<file path="src/ulpi_lp_defines.svh">
`ifndef ULPI_LP_DEFINES_SVH
`define ULPI_LP_DEFINES_SVH

// ----------------------------------------------------------------------
// Register map (byte addresses on the APB bus)
// ----------------------------------------------------------------------
`define OFF_FUNC_CTRL      12'h000
`define OFF_IFACE_CTRL     12'h004
`define OFF_IRQ_RISE_EN    12'h008
`define OFF_IRQ_FALL_EN    12'h00c
`define OFF_STATUS         12'h010

// ----------------------------------------------------------------------
// Field positions
// ----------------------------------------------------------------------
`define FC_SUSPEND_N_BIT   6
`define IC_SERIAL6_BIT     0
`define IC_SERIAL3_BIT     1
`define IC_KEEP_CLK_BIT    3
`define IC_PULLUP_DIS_BIT  7
`define ST_SRC_LSB         0
`define ST_IRQ_BIT         4
`define ST_DIR_BIT         5
`define ST_CLK_RUN_BIT     6
`define ST_STOP_BIT        7

// Interrupt sources, one bit each
`define SRC_BUS_VALID      0
`define SRC_SESS_VALID     1
`define SRC_SESS_END       2
`define SRC_ID_GND         3
`define NUM_SRC            4

// ----------------------------------------------------------------------
// Reset values and constants
// ----------------------------------------------------------------------
`define IRQ_EN_RST         4'hf
`define DATA_IDLE          8'h00
`define DATA_ALL_OE        8'hff
`define DATA_SER6_OE       8'hf8
`define MIN_STOP_EDGES     3'h5
`define CLK_MHZ            125
`define START_TIME_NS      2000
`define START_CYCLES       ((`START_TIME_NS * `CLK_MHZ + 999) / 1000)
`define WAKE_CNT_W         9

`endif

</file>
<file path="src/ulpi_lp_pkg.sv">
package ulpi_lp_pkg;
  `include "ulpi_lp_defines.svh"

  typedef enum logic [2:0] {
    ST_SYNC,
    ST_ENTER,
    ST_LOW,
    ST_SERIAL,
    ST_WAKE,
    ST_CLKUP,
    ST_RELEASE
  } ctrl_state_t;

  typedef struct packed {
    ctrl_state_t                st;
    logic                       dir;
    logic                       drive;
    logic                       clk_run;
    logic                       clk_div;
    logic [2:0]                 edges;
    logic [`WAKE_CNT_W-1:0]     wait_cnt;
    logic                       target_serial;
    logic                       suspend_n;
    logic                       serial6;
    logic                       serial3;
    logic                       keep_clk;
    logic                       pullup_dis;
    logic [`NUM_SRC-1:0]        rise_en;
    logic [`NUM_SRC-1:0]        fall_en;
    logic [31:0]                rdata;
    logic                       slverr;
  } ctrl_regs_t;

  typedef struct packed {
    logic [2:0] s;
    logic       q;
  } sync_regs_t;
endpackage

</file>
<file path="src/pin_sync.sv">
`timescale 1ns/10ps
module pin_sync
  import ulpi_lp_pkg::*;
(
  // Clock and reset
  input  wire logic clock_in,
  input  wire logic rst_n_in,
  // Pin level
  input  wire logic pin_in,
  output logic      level_out
);
  sync_regs_t r;
  sync_regs_t r_nxt;

  // Accept a change once the second and third stages agree
  always_comb begin
    r_nxt     = r;
    r_nxt.s   = {r.s[1:0], pin_in};
    if (r.s[1] == r.s[2]) begin
      r_nxt.q = r.s[2];
    end
  end

  always_ff @(posedge clock_in or negedge rst_n_in) begin
    if (!rst_n_in) begin
      r <= '0;
    end else begin
      r <= r_nxt;
    end
  end

  assign level_out = r.q;
endmodule

</file>
<file path="src/irq_latch.sv">
`timescale 1ns/10ps
`include "ulpi_lp_defines.svh"
module irq_latch
  import ulpi_lp_pkg::*;
(
  // Clock and reset
  input  wire logic                clock_in,
  input  wire logic                rst_n_in,
  // Snapshot and sources
  input  wire logic                snap_in,
  input  wire logic [`NUM_SRC-1:0] live_async_in,
  input  wire logic [`NUM_SRC-1:0] live_sync_in,
  input  wire logic [`NUM_SRC-1:0] rise_en_in,
  input  wire logic [`NUM_SRC-1:0] fall_en_in,
  // Flag
  output logic                     irq_out
);
  logic [`NUM_SRC-1:0] latched_r;
  logic [`NUM_SRC-1:0] latched_nxt;
  logic [`NUM_SRC-1:0] hit;

  always_comb begin
    latched_nxt = snap_in ? live_sync_in : latched_r;
  end

  always_ff @(posedge clock_in or negedge rst_n_in) begin
    if (!rst_n_in) begin
      latched_r <= '0;
    end else begin
      latched_r <= latched_nxt;
    end
  end

  // Compare the live level against the state caught before DIR rose
  for (genvar i = 0; i < `NUM_SRC; i++) begin : g_src
    assign hit[i] = (live_async_in[i] & ~latched_r[i] & rise_en_in[i]) |
                    (~live_async_in[i] & latched_r[i] & fall_en_in[i]);
  end

  assign irq_out = |hit;
endmodule

</file>
<file path="src/ulpi_low_power_serial_mode_ctrl.sv">
// The implementer's own choices: the address map and register access over APB.
`timescale 1ns/10ps
`include "ulpi_lp_defines.svh"
module ulpi_low_power_serial_mode_ctrl
  import ulpi_lp_pkg::*;
(
  // Clock and reset
  input  wire logic                clock_in,
  input  wire logic                rst_n_in,
  // APB slave
  input  wire logic                psel_in,
  input  wire logic                penable_in,
  input  wire logic                pwrite_in,
  input  wire logic [11:0]         paddr_in,
  input  wire logic [31:0]         pwdata_in,
  output logic [31:0]              prdata_out,
  output logic                     pready_out,
  output logic                     pslverr_out,
  // ULPI pins
  input  wire logic                stp_in,
  input  wire logic [7:0]          data_in,
  output logic [7:0]               data_out,
  output logic [7:0]               data_oe_out,
  output logic                     dir_out,
  output logic                     phy_clock_output_out,
  output logic                     stop_pullup_enable_out,
  // Analog front end
  input  wire logic [1:0]          linestate_in,
  input  wire logic                rx_diff_in,
  input  wire logic                rx_se0_in,
  input  wire logic [`NUM_SRC-1:0] cmp_level_in,
  output logic                     bus_power_valid_cmp_on_out,
  output logic                     session_end_cmp_on_out,
  output logic                     fs_tx_enable_out,
  output logic                     fs_tx_data_out,
  output logic                     fs_tx_se0_out
);
  ctrl_regs_t          r;
  ctrl_regs_t          r_nxt;
  logic                stp_s;
  logic [`NUM_SRC-1:0] cmp_s;
  logic                irq;
  logic                snap;
  logic                setup_ph;
  logic                wr_acc;
  logic                rising_next;
  logic                stop_ok;
  logic                tx_en;
  logic                ser3;
  logic                ser6;
  logic [7:0]          status;

  // ----------------------------------------------------------------------
  // Input synchronisers
  // ----------------------------------------------------------------------
  pin_sync u_stp_sync (
    .clock_in  (clock_in),
    .rst_n_in  (rst_n_in),
    .pin_in    (stp_in),
    .level_out (stp_s)
  );

  for (genvar i = 0; i < `NUM_SRC; i++) begin : g_cmp_sync
    pin_sync u_cmp_sync (
      .clock_in  (clock_in),
      .rst_n_in  (rst_n_in),
      .pin_in    (cmp_level_in[i]),
      .level_out (cmp_s[i])
    );
  end

  // ----------------------------------------------------------------------
  // Interrupt sources in low power and serial modes
  // ----------------------------------------------------------------------
  irq_latch u_irq (
    .clock_in      (clock_in),
    .rst_n_in      (rst_n_in),
    .snap_in       (snap),
    .live_async_in (cmp_level_in),
    .live_sync_in  (cmp_s),
    .rise_en_in    (r.rise_en),
    .fall_en_in    (r.fall_en),
    .irq_out       (irq)
  );

  // ----------------------------------------------------------------------
  // Helper terms
  // ----------------------------------------------------------------------
  assign setup_ph    = psel_in && !penable_in;
  assign wr_acc      = psel_in && penable_in && pwrite_in;
  assign rising_next = r.clk_run && !r.clk_div;
  assign stop_ok     = (r.edges >= `MIN_STOP_EDGES) && !r.clk_div;
  assign snap        = (r.st == ST_SYNC) && (!r.suspend_n || r.serial3 || r.serial6);
  assign ser3        = (r.st == ST_SERIAL) && r.serial3;
  assign ser6        = (r.st == ST_SERIAL) && !r.serial3;
  assign tx_en       = data_in[0];
  assign status      = {stp_s, r.clk_run, r.dir, irq, cmp_s};

  // ----------------------------------------------------------------------
  // Next state
  // ----------------------------------------------------------------------
  always_comb begin
    r_nxt       = r;
    r_nxt.drive = r.dir;
    r_nxt.clk_div = r.clk_run ? !r.clk_div : 1'b0;

    // APB read data is captured in the setup phase
    if (setup_ph) begin
      r_nxt.slverr = 1'b0;
      r_nxt.rdata  = 32'h0000_0000;
      unique case (paddr_in)
        `OFF_FUNC_CTRL:   r_nxt.rdata[`FC_SUSPEND_N_BIT] = r.suspend_n;
        `OFF_IFACE_CTRL: begin
          r_nxt.rdata[`IC_SERIAL6_BIT]    = r.serial6;
          r_nxt.rdata[`IC_SERIAL3_BIT]    = r.serial3;
          r_nxt.rdata[`IC_KEEP_CLK_BIT]   = r.keep_clk;
          r_nxt.rdata[`IC_PULLUP_DIS_BIT] = r.pullup_dis;
        end
        `OFF_IRQ_RISE_EN: r_nxt.rdata[`NUM_SRC-1:0] = r.rise_en;
        `OFF_IRQ_FALL_EN: r_nxt.rdata[`NUM_SRC-1:0] = r.fall_en;
        `OFF_STATUS:      r_nxt.rdata[7:0] = status;
        default:          r_nxt.slverr = 1'b1;
      endcase
    end

    if (wr_acc) begin
      unique case (paddr_in)
        `OFF_FUNC_CTRL:   r_nxt.suspend_n = pwdata_in[`FC_SUSPEND_N_BIT];
        `OFF_IFACE_CTRL: begin
          r_nxt.serial6    = pwdata_in[`IC_SERIAL6_BIT];
          r_nxt.serial3    = pwdata_in[`IC_SERIAL3_BIT];
          r_nxt.keep_clk   = pwdata_in[`IC_KEEP_CLK_BIT];
          r_nxt.pullup_dis = pwdata_in[`IC_PULLUP_DIS_BIT];
        end
        `OFF_IRQ_RISE_EN: r_nxt.rise_en = pwdata_in[`NUM_SRC-1:0];
        `OFF_IRQ_FALL_EN: r_nxt.fall_en = pwdata_in[`NUM_SRC-1:0];
        default:          r_nxt.rise_en = r.rise_en;
      endcase
    end

    unique case (r.st)
      ST_SYNC: begin
        if (snap) begin
          r_nxt.st            = ST_ENTER;
          r_nxt.dir           = 1'b1;
          r_nxt.edges         = 3'h0;
          r_nxt.target_serial = r.suspend_n;
        end
      end
      ST_ENTER: begin
        if (rising_next && r.edges < `MIN_STOP_EDGES) begin
          r_nxt.edges = r.edges + 3'h1;
        end
        // Stop only with the output low and five rising edges seen
        if (stop_ok) begin
          r_nxt.st = r.target_serial ? ST_SERIAL : ST_LOW;
          if (!(r.target_serial && r.keep_clk)) begin
            r_nxt.clk_run = 1'b0;
            r_nxt.clk_div = 1'b0;
          end
        end
      end
      ST_LOW, ST_SERIAL: begin
        if (stp_s) begin
          r_nxt.st       = ST_WAKE;
          r_nxt.wait_cnt = '0;
        end
      end
      ST_WAKE: begin
        if (!stp_s) begin
          r_nxt.st = r.target_serial ? ST_SERIAL : ST_LOW;
        end else if (r.wait_cnt == `WAKE_CNT_W'(`START_CYCLES - 1)) begin
          r_nxt.st      = ST_CLKUP;
          r_nxt.clk_run = 1'b1;
        end else begin
          r_nxt.wait_cnt = r.wait_cnt + `WAKE_CNT_W'(1);
        end
      end
      ST_CLKUP: begin
        r_nxt.st  = ST_RELEASE;
        r_nxt.dir = 1'b0;
      end
      ST_RELEASE: begin
        // Hardware set wins over a software write in the same cycle
        if (!stp_s) begin
          r_nxt.st        = ST_SYNC;
          r_nxt.suspend_n = 1'b1;
          r_nxt.serial3   = 1'b0;
          r_nxt.serial6   = 1'b0;
        end
      end
    endcase
  end

  always_ff @(posedge clock_in or negedge rst_n_in) begin
    if (!rst_n_in) begin
      r            <= '0;
      r.st         <= ST_SYNC;
      r.clk_run    <= 1'b1;
      r.suspend_n  <= 1'b1;
      r.rise_en    <= `IRQ_EN_RST;
      r.fall_en    <= `IRQ_EN_RST;
    end else begin
      r <= r_nxt;
    end
  end

  // ----------------------------------------------------------------------
  // Outputs
  // ----------------------------------------------------------------------
  assign prdata_out  = r.rdata;
  assign pready_out  = 1'b1;
  assign pslverr_out = r.slverr;

  assign dir_out                = r.dir;
  assign phy_clock_output_out   = r.clk_div;
  assign stop_pullup_enable_out = rst_n_in && !r.pullup_dis;

  assign bus_power_valid_cmp_on_out = r.rise_en[`SRC_BUS_VALID] |
                                      r.fall_en[`SRC_BUS_VALID];
  assign session_end_cmp_on_out     = r.rise_en[`SRC_SESS_END] |
                                      r.fall_en[`SRC_SESS_END];

  // Serial transmit pins go straight to the analog transmitter
  assign fs_tx_enable_out = (r.st == ST_SERIAL) && tx_en;
  assign fs_tx_data_out   = data_in[1];
  assign fs_tx_se0_out    = data_in[2];

  // Data bus is combinational in low power and serial since clocks stop
  always_comb begin
    data_out    = `DATA_IDLE;
    data_oe_out = '0;
    if (r.dir && r.drive) begin
      data_oe_out = `DATA_ALL_OE;
      if (r.st == ST_LOW) begin
        data_out = {4'h0, irq, 1'b0, linestate_in};
      end else if (ser3) begin
        data_out    = {4'h0, irq, ~rx_se0_in, rx_diff_in, 1'b0};
        data_oe_out = {5'h1f, ~tx_en, ~tx_en, 1'b0};
      end else if (ser6) begin
        data_out    = {1'b0, rx_diff_in, linestate_in[1], linestate_in[0], irq, 3'h0};
        data_oe_out = `DATA_SER6_OE;
      end
    end
  end
endmodule

</file>
<file path="config.mk">
export PLATFORM = sky130hd
export DESIGN_NAME = ulpi_low_power_serial_mode_ctrl
export DESIGN_NICKNAME = d
export VERILOG_FILES = /design/src/ulpi_lp_pkg.sv /design/src/pin_sync.sv /design/src/irq_latch.sv /design/src/ulpi_low_power_serial_mode_ctrl.sv
export VERILOG_INCLUDE_DIRS = /design/src
export SDC_FILE = /design/constraint.sdc
export NUM_CORES = 1
export LEC_CHECK = 0
export ABC_AREA = 1
export BUFFER_PORTS_ARGS = -buffer_cell sky130_fd_sc_hd__buf_2
export CAP_MARGIN = 25
export CORE_UTILIZATION = 52
export CTS_BUF_LIST = sky130_fd_sc_hd__clkbuf_2
export CTS_CLUSTER_DIAMETER = 30
export DETAILED_ROUTE_END_ITERATION = 6
export PLACE_DENSITY = 0.82
export SLEW_MARGIN = 0
export SYNTH_ARGS = -nofsm -noshare
export SYNTH_HDL_FRONTEND = slang
export SYNTH_HIERARCHICAL = 1
export SYNTH_SLANG_ARGS = --single-unit
</file>
<file path="constraint.sdc">
create_clock -name clock_in -period 1.8 [get_ports clock_in]
set_clock_uncertainty 0.15 [all_clocks]
set_input_delay 0.09 -clock clock_in [delete_from_list [all_inputs] [get_ports clock_in]]
set_output_delay 0.09 -clock clock_in [all_outputs]
set_load 0.01 [all_outputs]
</file>
==> qor.csv, run 1 <==
metric,value,unit
final setup margin,-0.157,ns
worst slew pin tran,0.814,ns
die height,85.8,um
first-pass GRT wire length,13500,um
Comb pwr share,29.2,%
DP Wirelength,5380,um
maximum fanout along the worst path,3,
Area Overhead vs Synth,28.3,%
Avg Vias per Cell,5.03,
worst hold-check path type,in2reg,
status,"finished, violations left",
Seq cells post-synth,66,
GRT Total Usage,23.5,%
Startpoint Class,flop,
Post-Place Setup Slack,0.116,ns
die area,7360,um2
# diodes,0,
"Critical Path, Cell by Cell",inv_2 > nand2_4 > nor2_4 > inv_2 > buf_4 > nor2_4 > nor3_2 > buf_2,
I/O Buffers,62,
Critical R2R Launch,r[64]$_DFFE_PN0P_,
Register Area,1670,um2
Synth Area in Adders,1.37,%
multi-input logic area,1670,um2
H-tree depth,3,
failing checks,"design-rule violations, negative setup slack",
"Reg clk slew, reported paths",0.21,ns
Critical Path Sink Type,output pin,
"Top FF cell, synth",dfrtp_1,
clock share of power,24.8,%
CTS tree,yes,
Wirelength per Cell,12.9,um
RSZ-0062 raised after global routing,true,
combinational family with the most area after synthesis,simple AND/OR/NAND/NOR gates,
CP startpoint,r[65]$_DFFE_PN0P_,
final-report hold violation count,0,
Pleak,2.46,nW
fmax,511,MHz
Cells after Synth,459,
r2r setup slk,0.11,ns
mapped cell area,3650,um2
initial core utilization,53.8,%
Mean Syn Cell Area,7.96,um2
final setup fails,9,
# fillers,505,
initial antenna violation count,0,
Critical Path RT,1.56,ns
Slew headroom,45.7,%
max incr delay on CP,0.43,ns
Die W,85.8,um
synth unique cells,39,
Synth Area in Simple Gates,28.2,%
critical path type,reg2out,
slowest cell on the critical path,dfrtp_1,
Final Max Slew Viols,0,
"Async S/R FF share, synth",100,%
Sum Neg Setup Slack,-1.00,ns
Vias,3384,
hold_sp,paddr_in[4],
Max-Cap Viols,0,
vias in the first global route,2952,
synth warn,6,
pwr dens,799,nW/um2
core area,6790,um2
XOR/XNOR share of the synthesized area,1.92,%
DRT Wirelength,8710,um
Antenna Nets Post-Route,0,
multiplexer share of the synthesized area,0,%
sequential area share after synthesis,45.6,%
Ports,124,
CP top delay family,buffers and inverters,
switching power,0.00136,W
CP arrival,1.72,ns
VDD IR max,0.000351,V
sequential share of power,46.0,%
compound-gate portion of the synthesized area,7.40,%
layout cells sized above 1,31.0,%
total power,0.00374,W
number of flops mapped to enable cells by yosys,0,
Final min period,1.96,ns
total CTS buffers,9,
pin count of the biggest net entering global routing,67,
DRC viols,1,
"Clk Latency, worst-skew pair",0.52,ns
Int Power,0.00239,W
clk sink count,66,
Nets,642,
num rows,30,
Sw Ratio,36.3,%
drt first-iter violations,274,
CTS max path bufs,2,
Tcrit/Tclk final,109,%
GPL Wtd Cong,0.923,
Worst Path Buf+Inv,4,
GR Overflow Total,0,
drt first pass iters,7,
Clock Tree Root,clkbuf_2,
## routing by layer
metal	up-vias	GRT usage (%)	share of wire, %
met5	-	0	0
met4	0	9.09	3.1
met3	27	4.04	6.6
met2	169	38.1	47
met1	1574	31.8	43
li1	1614	-	-
## cells in the final DEF, fill, tap and decap left out, types with 7 or more instances in the layout
cell	count
nand2_1	96
inv_1	48
nand2_2	10
buf_2	59
inv_2	7
nor2_4	7
nor2_1	43
buf_4	28
o21ai_0	26
nand3_1	37
dfrtp_1	55
dfstp_2	10
conb_1	26
dlygate4sd3_1	28
nand3_2	7
clkbuf_2	9
## worst reg2reg max path, delay by kind of cell (launching register included)
| kind | cells | cell delay (ns) |
|---|---|---|
| DFF | 1 | 0.47 |
| and+or+nand+nor | 2 | 0.46 |
| AOI/OAI and AO/OA | 1 | 0.12 |
| buffers and inverters | 3 | 0.42 |
## cell families after synthesis
kind of cell	after synthesis
simple gates	230
buf+inv	103
flops	66
compound gates	46
xor+xnor	8
fa+ha+maj	4
other cells	2
## repair_timing
item | CTS | global route
gates cloned | 0 | 0
hold buffers | 29 | 5
endpoints found under the hold margin | 85 | 7
setup endpoints to repair | 11 | 31
pin swaps | 4 | 17
setup buffers | 12 | 13
gates resized for setup | 14 | 43
## through the flow
step / util [%] / cells / instance area (um2) / hold slack, ns
floorplan: - / 483 / 3740 / -0.356
global placement: 56.9 / 600 / 3860 / 0.0301
detailed placement: 56.9 / 600 / 3860 / 0.0301
CTS: 64.9 / 657 / 4410 / -0.0159
global route: 69.0 / 673 / 4680 / -0.000667
finish: 69.0 / 673 / 4680 / 0.0188
## flip-flops by register name, indices dropped and copies added, names as in the netlist
register                         cells
g_cmp_sync.u_cmp_sync/level_out      4
r                                   31
g_cmp_sync.u_cmp_sync/r             12
u_stp_sync/r                         3
u_irq/latched_r                      4
phy_clock_output_out                 1
u_stp_sync/level_out                 1
dir_out                              1
pslverr_out                          1
prdata_out                           8
## cells in the mapped netlist (4+ instances only)
cell / instances / area share [%]
dfstp_2: 10 / 7.2
nor2_1: 54 / 5.5
o21ai_2: 4 / 0.96
dfrtp_1: 56 / 38
nand2_1: 105 / 11
nand4_1: 6 / 1.0
xor2_1: 6 / 1.4
inv_1: 54 / 5.5
nand2_4: 4 / 1.2
ha_1: 4 / 1.4
nor3_1: 8 / 1.1
buf_4: 41 / 8.4
o21ai_0: 27 / 3.7
a21oi_1: 5 / 0.69
nand3_1: 41 / 5.6
## layout make-up
cell class                      count  area share [%]
Sequential cell                    66            35.6
Clock inverter                      7            1.68
Tap cell                           96            2.56
Timing Repair Buffer              122            18.6
Multi-Input combinational cell    314            35.6
Clock buffer                        9           0.962
Inverter                           59            5.07
## worst paths after layout
| path | endpoint | cells after the start |
|---|---|---|
| setup / recovery | data_oe_out[1] | 8 |
| hold / removal | r[40]$_DFFE_PN1P_ | 7 |
| setup reg to reg | u_irq/latched_r[3]$_DFFE_PN0P_ | 6 |
| hold reg to reg | u_stp_sync/r[2]$_DFF_PN0_ | 0 |
| max in group asynchronous | r[64]$_DFFE_PN0P_ | 3 |
| min in group asynchronous | g_cmp_sync[2].u_cmp_sync/level_out$_DFFE_PN0N_ | 3 |
## power groups by stage
stage | sequential [W] | combinational, W | clock (W)
after floorplan | 0.00174 | 0.000655 | 0
after global placement | 0.00175 | 0.000789 | 0
after detailed placement | 0.00176 | 0.000816 | 0
after CTS | 0.00171 | 0.000958 | 0.000940
after global routing | 0.00174 | 0.00122 | 0.00103
final | 0.00172 | 0.00109 | 0.000928
No activity file was read; power rests on OpenSTA's default activity.
==> run 2, diff against run 1 <==
- CORE_UTILIZATION: 52 -> 40
- PLACE_DENSITY: 0.82 -> 0.66
==> qor.csv, run 2 (synthesis gave the netlist of run 1 again) <==
metric,value,unit
RSZ-0062 raised after global routing,true,
Ports,124,
initial antenna violation count,0,
first-pass GRT wire length,13800,um
CP arrival,1.67,ns
# fillers,851,
layout cells sized above 1,27.8,%
status,"finished, violations left",
# diodes,0,
Nets,636,
final setup margin,-0.109,ns
critical path type,reg2out,
WHS Endpoint,r[37]$_DFFE_PN1P_,
final core utilization,52.5,%
hold_sp,paddr_in[0],
worst flop-to-flop path endpoint,u_irq/latched_r[2]$_DFFE_PN0P_,
placed cell count,613,
max FFs per register,31,
DRC viols,0,
"Clk Latency, worst-skew pair",0.53,ns
"Reg clk slew, reported paths",0.19,ns
GR Util met1,23.6,%
CTS tree,yes,
Area Overhead vs Synth,25.9,%
Clock Tree Root,clkbuf_2,
GRT Total Usage,18.1,%
die area,9520,um2
core area,8760,um2
Wirelength per Cell,12.0,um
drt first pass iters,5,
initial core utilization,41.7,%
Die W,97.6,um
failing checks,"negative hold slack, negative setup slack",
worst hold stages,7,
Pleak,2.38,nW
multi-input logic area,1600,um2
total power,0.00379,W
Critical R2R Launch,r[64]$_DFFE_PN0P_,
Sum Neg Setup Slack,-0.670,ns
clk sink count,66,
pin count of the biggest net entering global routing,67,
num rows,34,
drt first-iter violations,146,
Tcrit/Tclk final,106,%
most used routing layer,met2,
worst hold-check path type,in2reg,
final-report hold violation count,1,
maximum fanout along the worst path,3,
r2r setup slk,0.13,ns
I/O Buffers,62,
Max-Cap Viols,0,
pwr dens,825,nW/um2
DP Wirelength,5670,um
fin area,4600,um2
Vias,3231,
Reg2Reg Depth,6,
GR Overflow Total,0,
Fin Hold WS,-0.00871,ns
met3 Usage GRT,3.24,%
Avg Vias per Cell,4.76,
"commonest non-fill, non-tap cell in the layout",nand2_1,
Critical Path RT,1.56,ns
Post-DP Area,3900,um2
met2 Track Usage GR,29.6,%
GPL Wtd Cong,0.880,
Layout Cells excl Fill,679,
die height,97.6,um
most frequent cells in the layout,"102 x nand2_1, 62 x buf_2, 54 x dfrtp_1",
DRT Wirelength,8150,um
largest reg by FF count,r,
CTS max path bufs,2,
fmax,524,MHz
Startpoint Class,flop,
total CTS buffers,9,
Critical Path Sink Type,output pin,
Final min period,1.91,ns
Final Max Slew Viols,0,
Antenna Nets Post-Route,0,
Register Area,1670,um2
final setup fails,10,
VDD IR max,0.000356,V
vias in the first global route,3093,
H-tree depth,3,
==> run 2: cell type report <==
type                    instances  share of cell area (%)
repair buffers                116                    17.7
clock buffers                   9                   0.980
well taps                     108                    2.94
multi-input cells             314                    34.8
flip-flops and latches         66                    36.3
clock inverters                 7                    2.23
inverters                      59                    5.12
==> run 2: layer usage <==
layer	vias to the layer above	part of all wire, %
li1	1608	-
met1	1476	44
met2	131	47
met3	16	6.5
met4	0	2.5
met5	-	0
==> run 2: critical path, cell delays in order, from the launching register on <==
cell and delay (ns):
dfrtp_1 0.42, inv_2 0.08, nand2_4 0.06, nor2_4 0.13, nand2_1 0.09, o32ai_2 0.21, buf_2 0.17
==> run 2: power breakdown <==
group,switching [W],leakage [nW],internal [W]
clock,0.000568,0.0827,0.000471
sequential,0.000101,0.827,0.00162
combinational,0.000629,1.47,0.000409
==> run 2: how the worst max path moves through the flow <==
stage / startpoint / endpoint / slack (ns) / cells past startpoint
6_report: r[65]$_DFFE_PN0P_ / data_out[1] / -0.11 / 6
3_3_place_gp: r[64]$_DFFE_PN0P_ / u_irq/latched_r[3]$_DFFE_PN0P_ / 0.18 / 5
3_5_place_dp: r[64]$_DFFE_PN0P_ / u_irq/latched_r[2]$_DFFE_PN0P_ / 0.13 / 5
2_1_floorplan: r[65]$_DFFE_PN0P_ / data_oe_out[2] / 0.19 / 7
4_1_cts: r[39]$_DFFE_PN1P_ / data_out[3] / -0.13 / 7
5_1_grt: r[65]$_DFFE_PN0P_ / data_out[6] / -0.25 / 8
==> run 2: per-stage QoR <==
step	hold slack [ns]	setup WS [ns]
after floorplan	-0.356	0.186
after global placement	0.0266	0.179
after detailed placement	0.0274	0.127
after CTS	0.00125	-0.128
after global routing	0.0132	-0.250
final	-0.00871	-0.109
==> run 2: what timing repair did <==
| item | 4_1_cts | 5_1_grt |
|---|---|---|
| setup buffers | 13 | 4 |
| endpoints found under the hold margin | 93 | 4 |
| endpoints found under the setup margin | 10 | 25 |
| cloned | 0 | 0 |
| pin swaps | 4 | 5 |
| resized for setup | 17 | 13 |
| hold buffers | 31 | 5 |
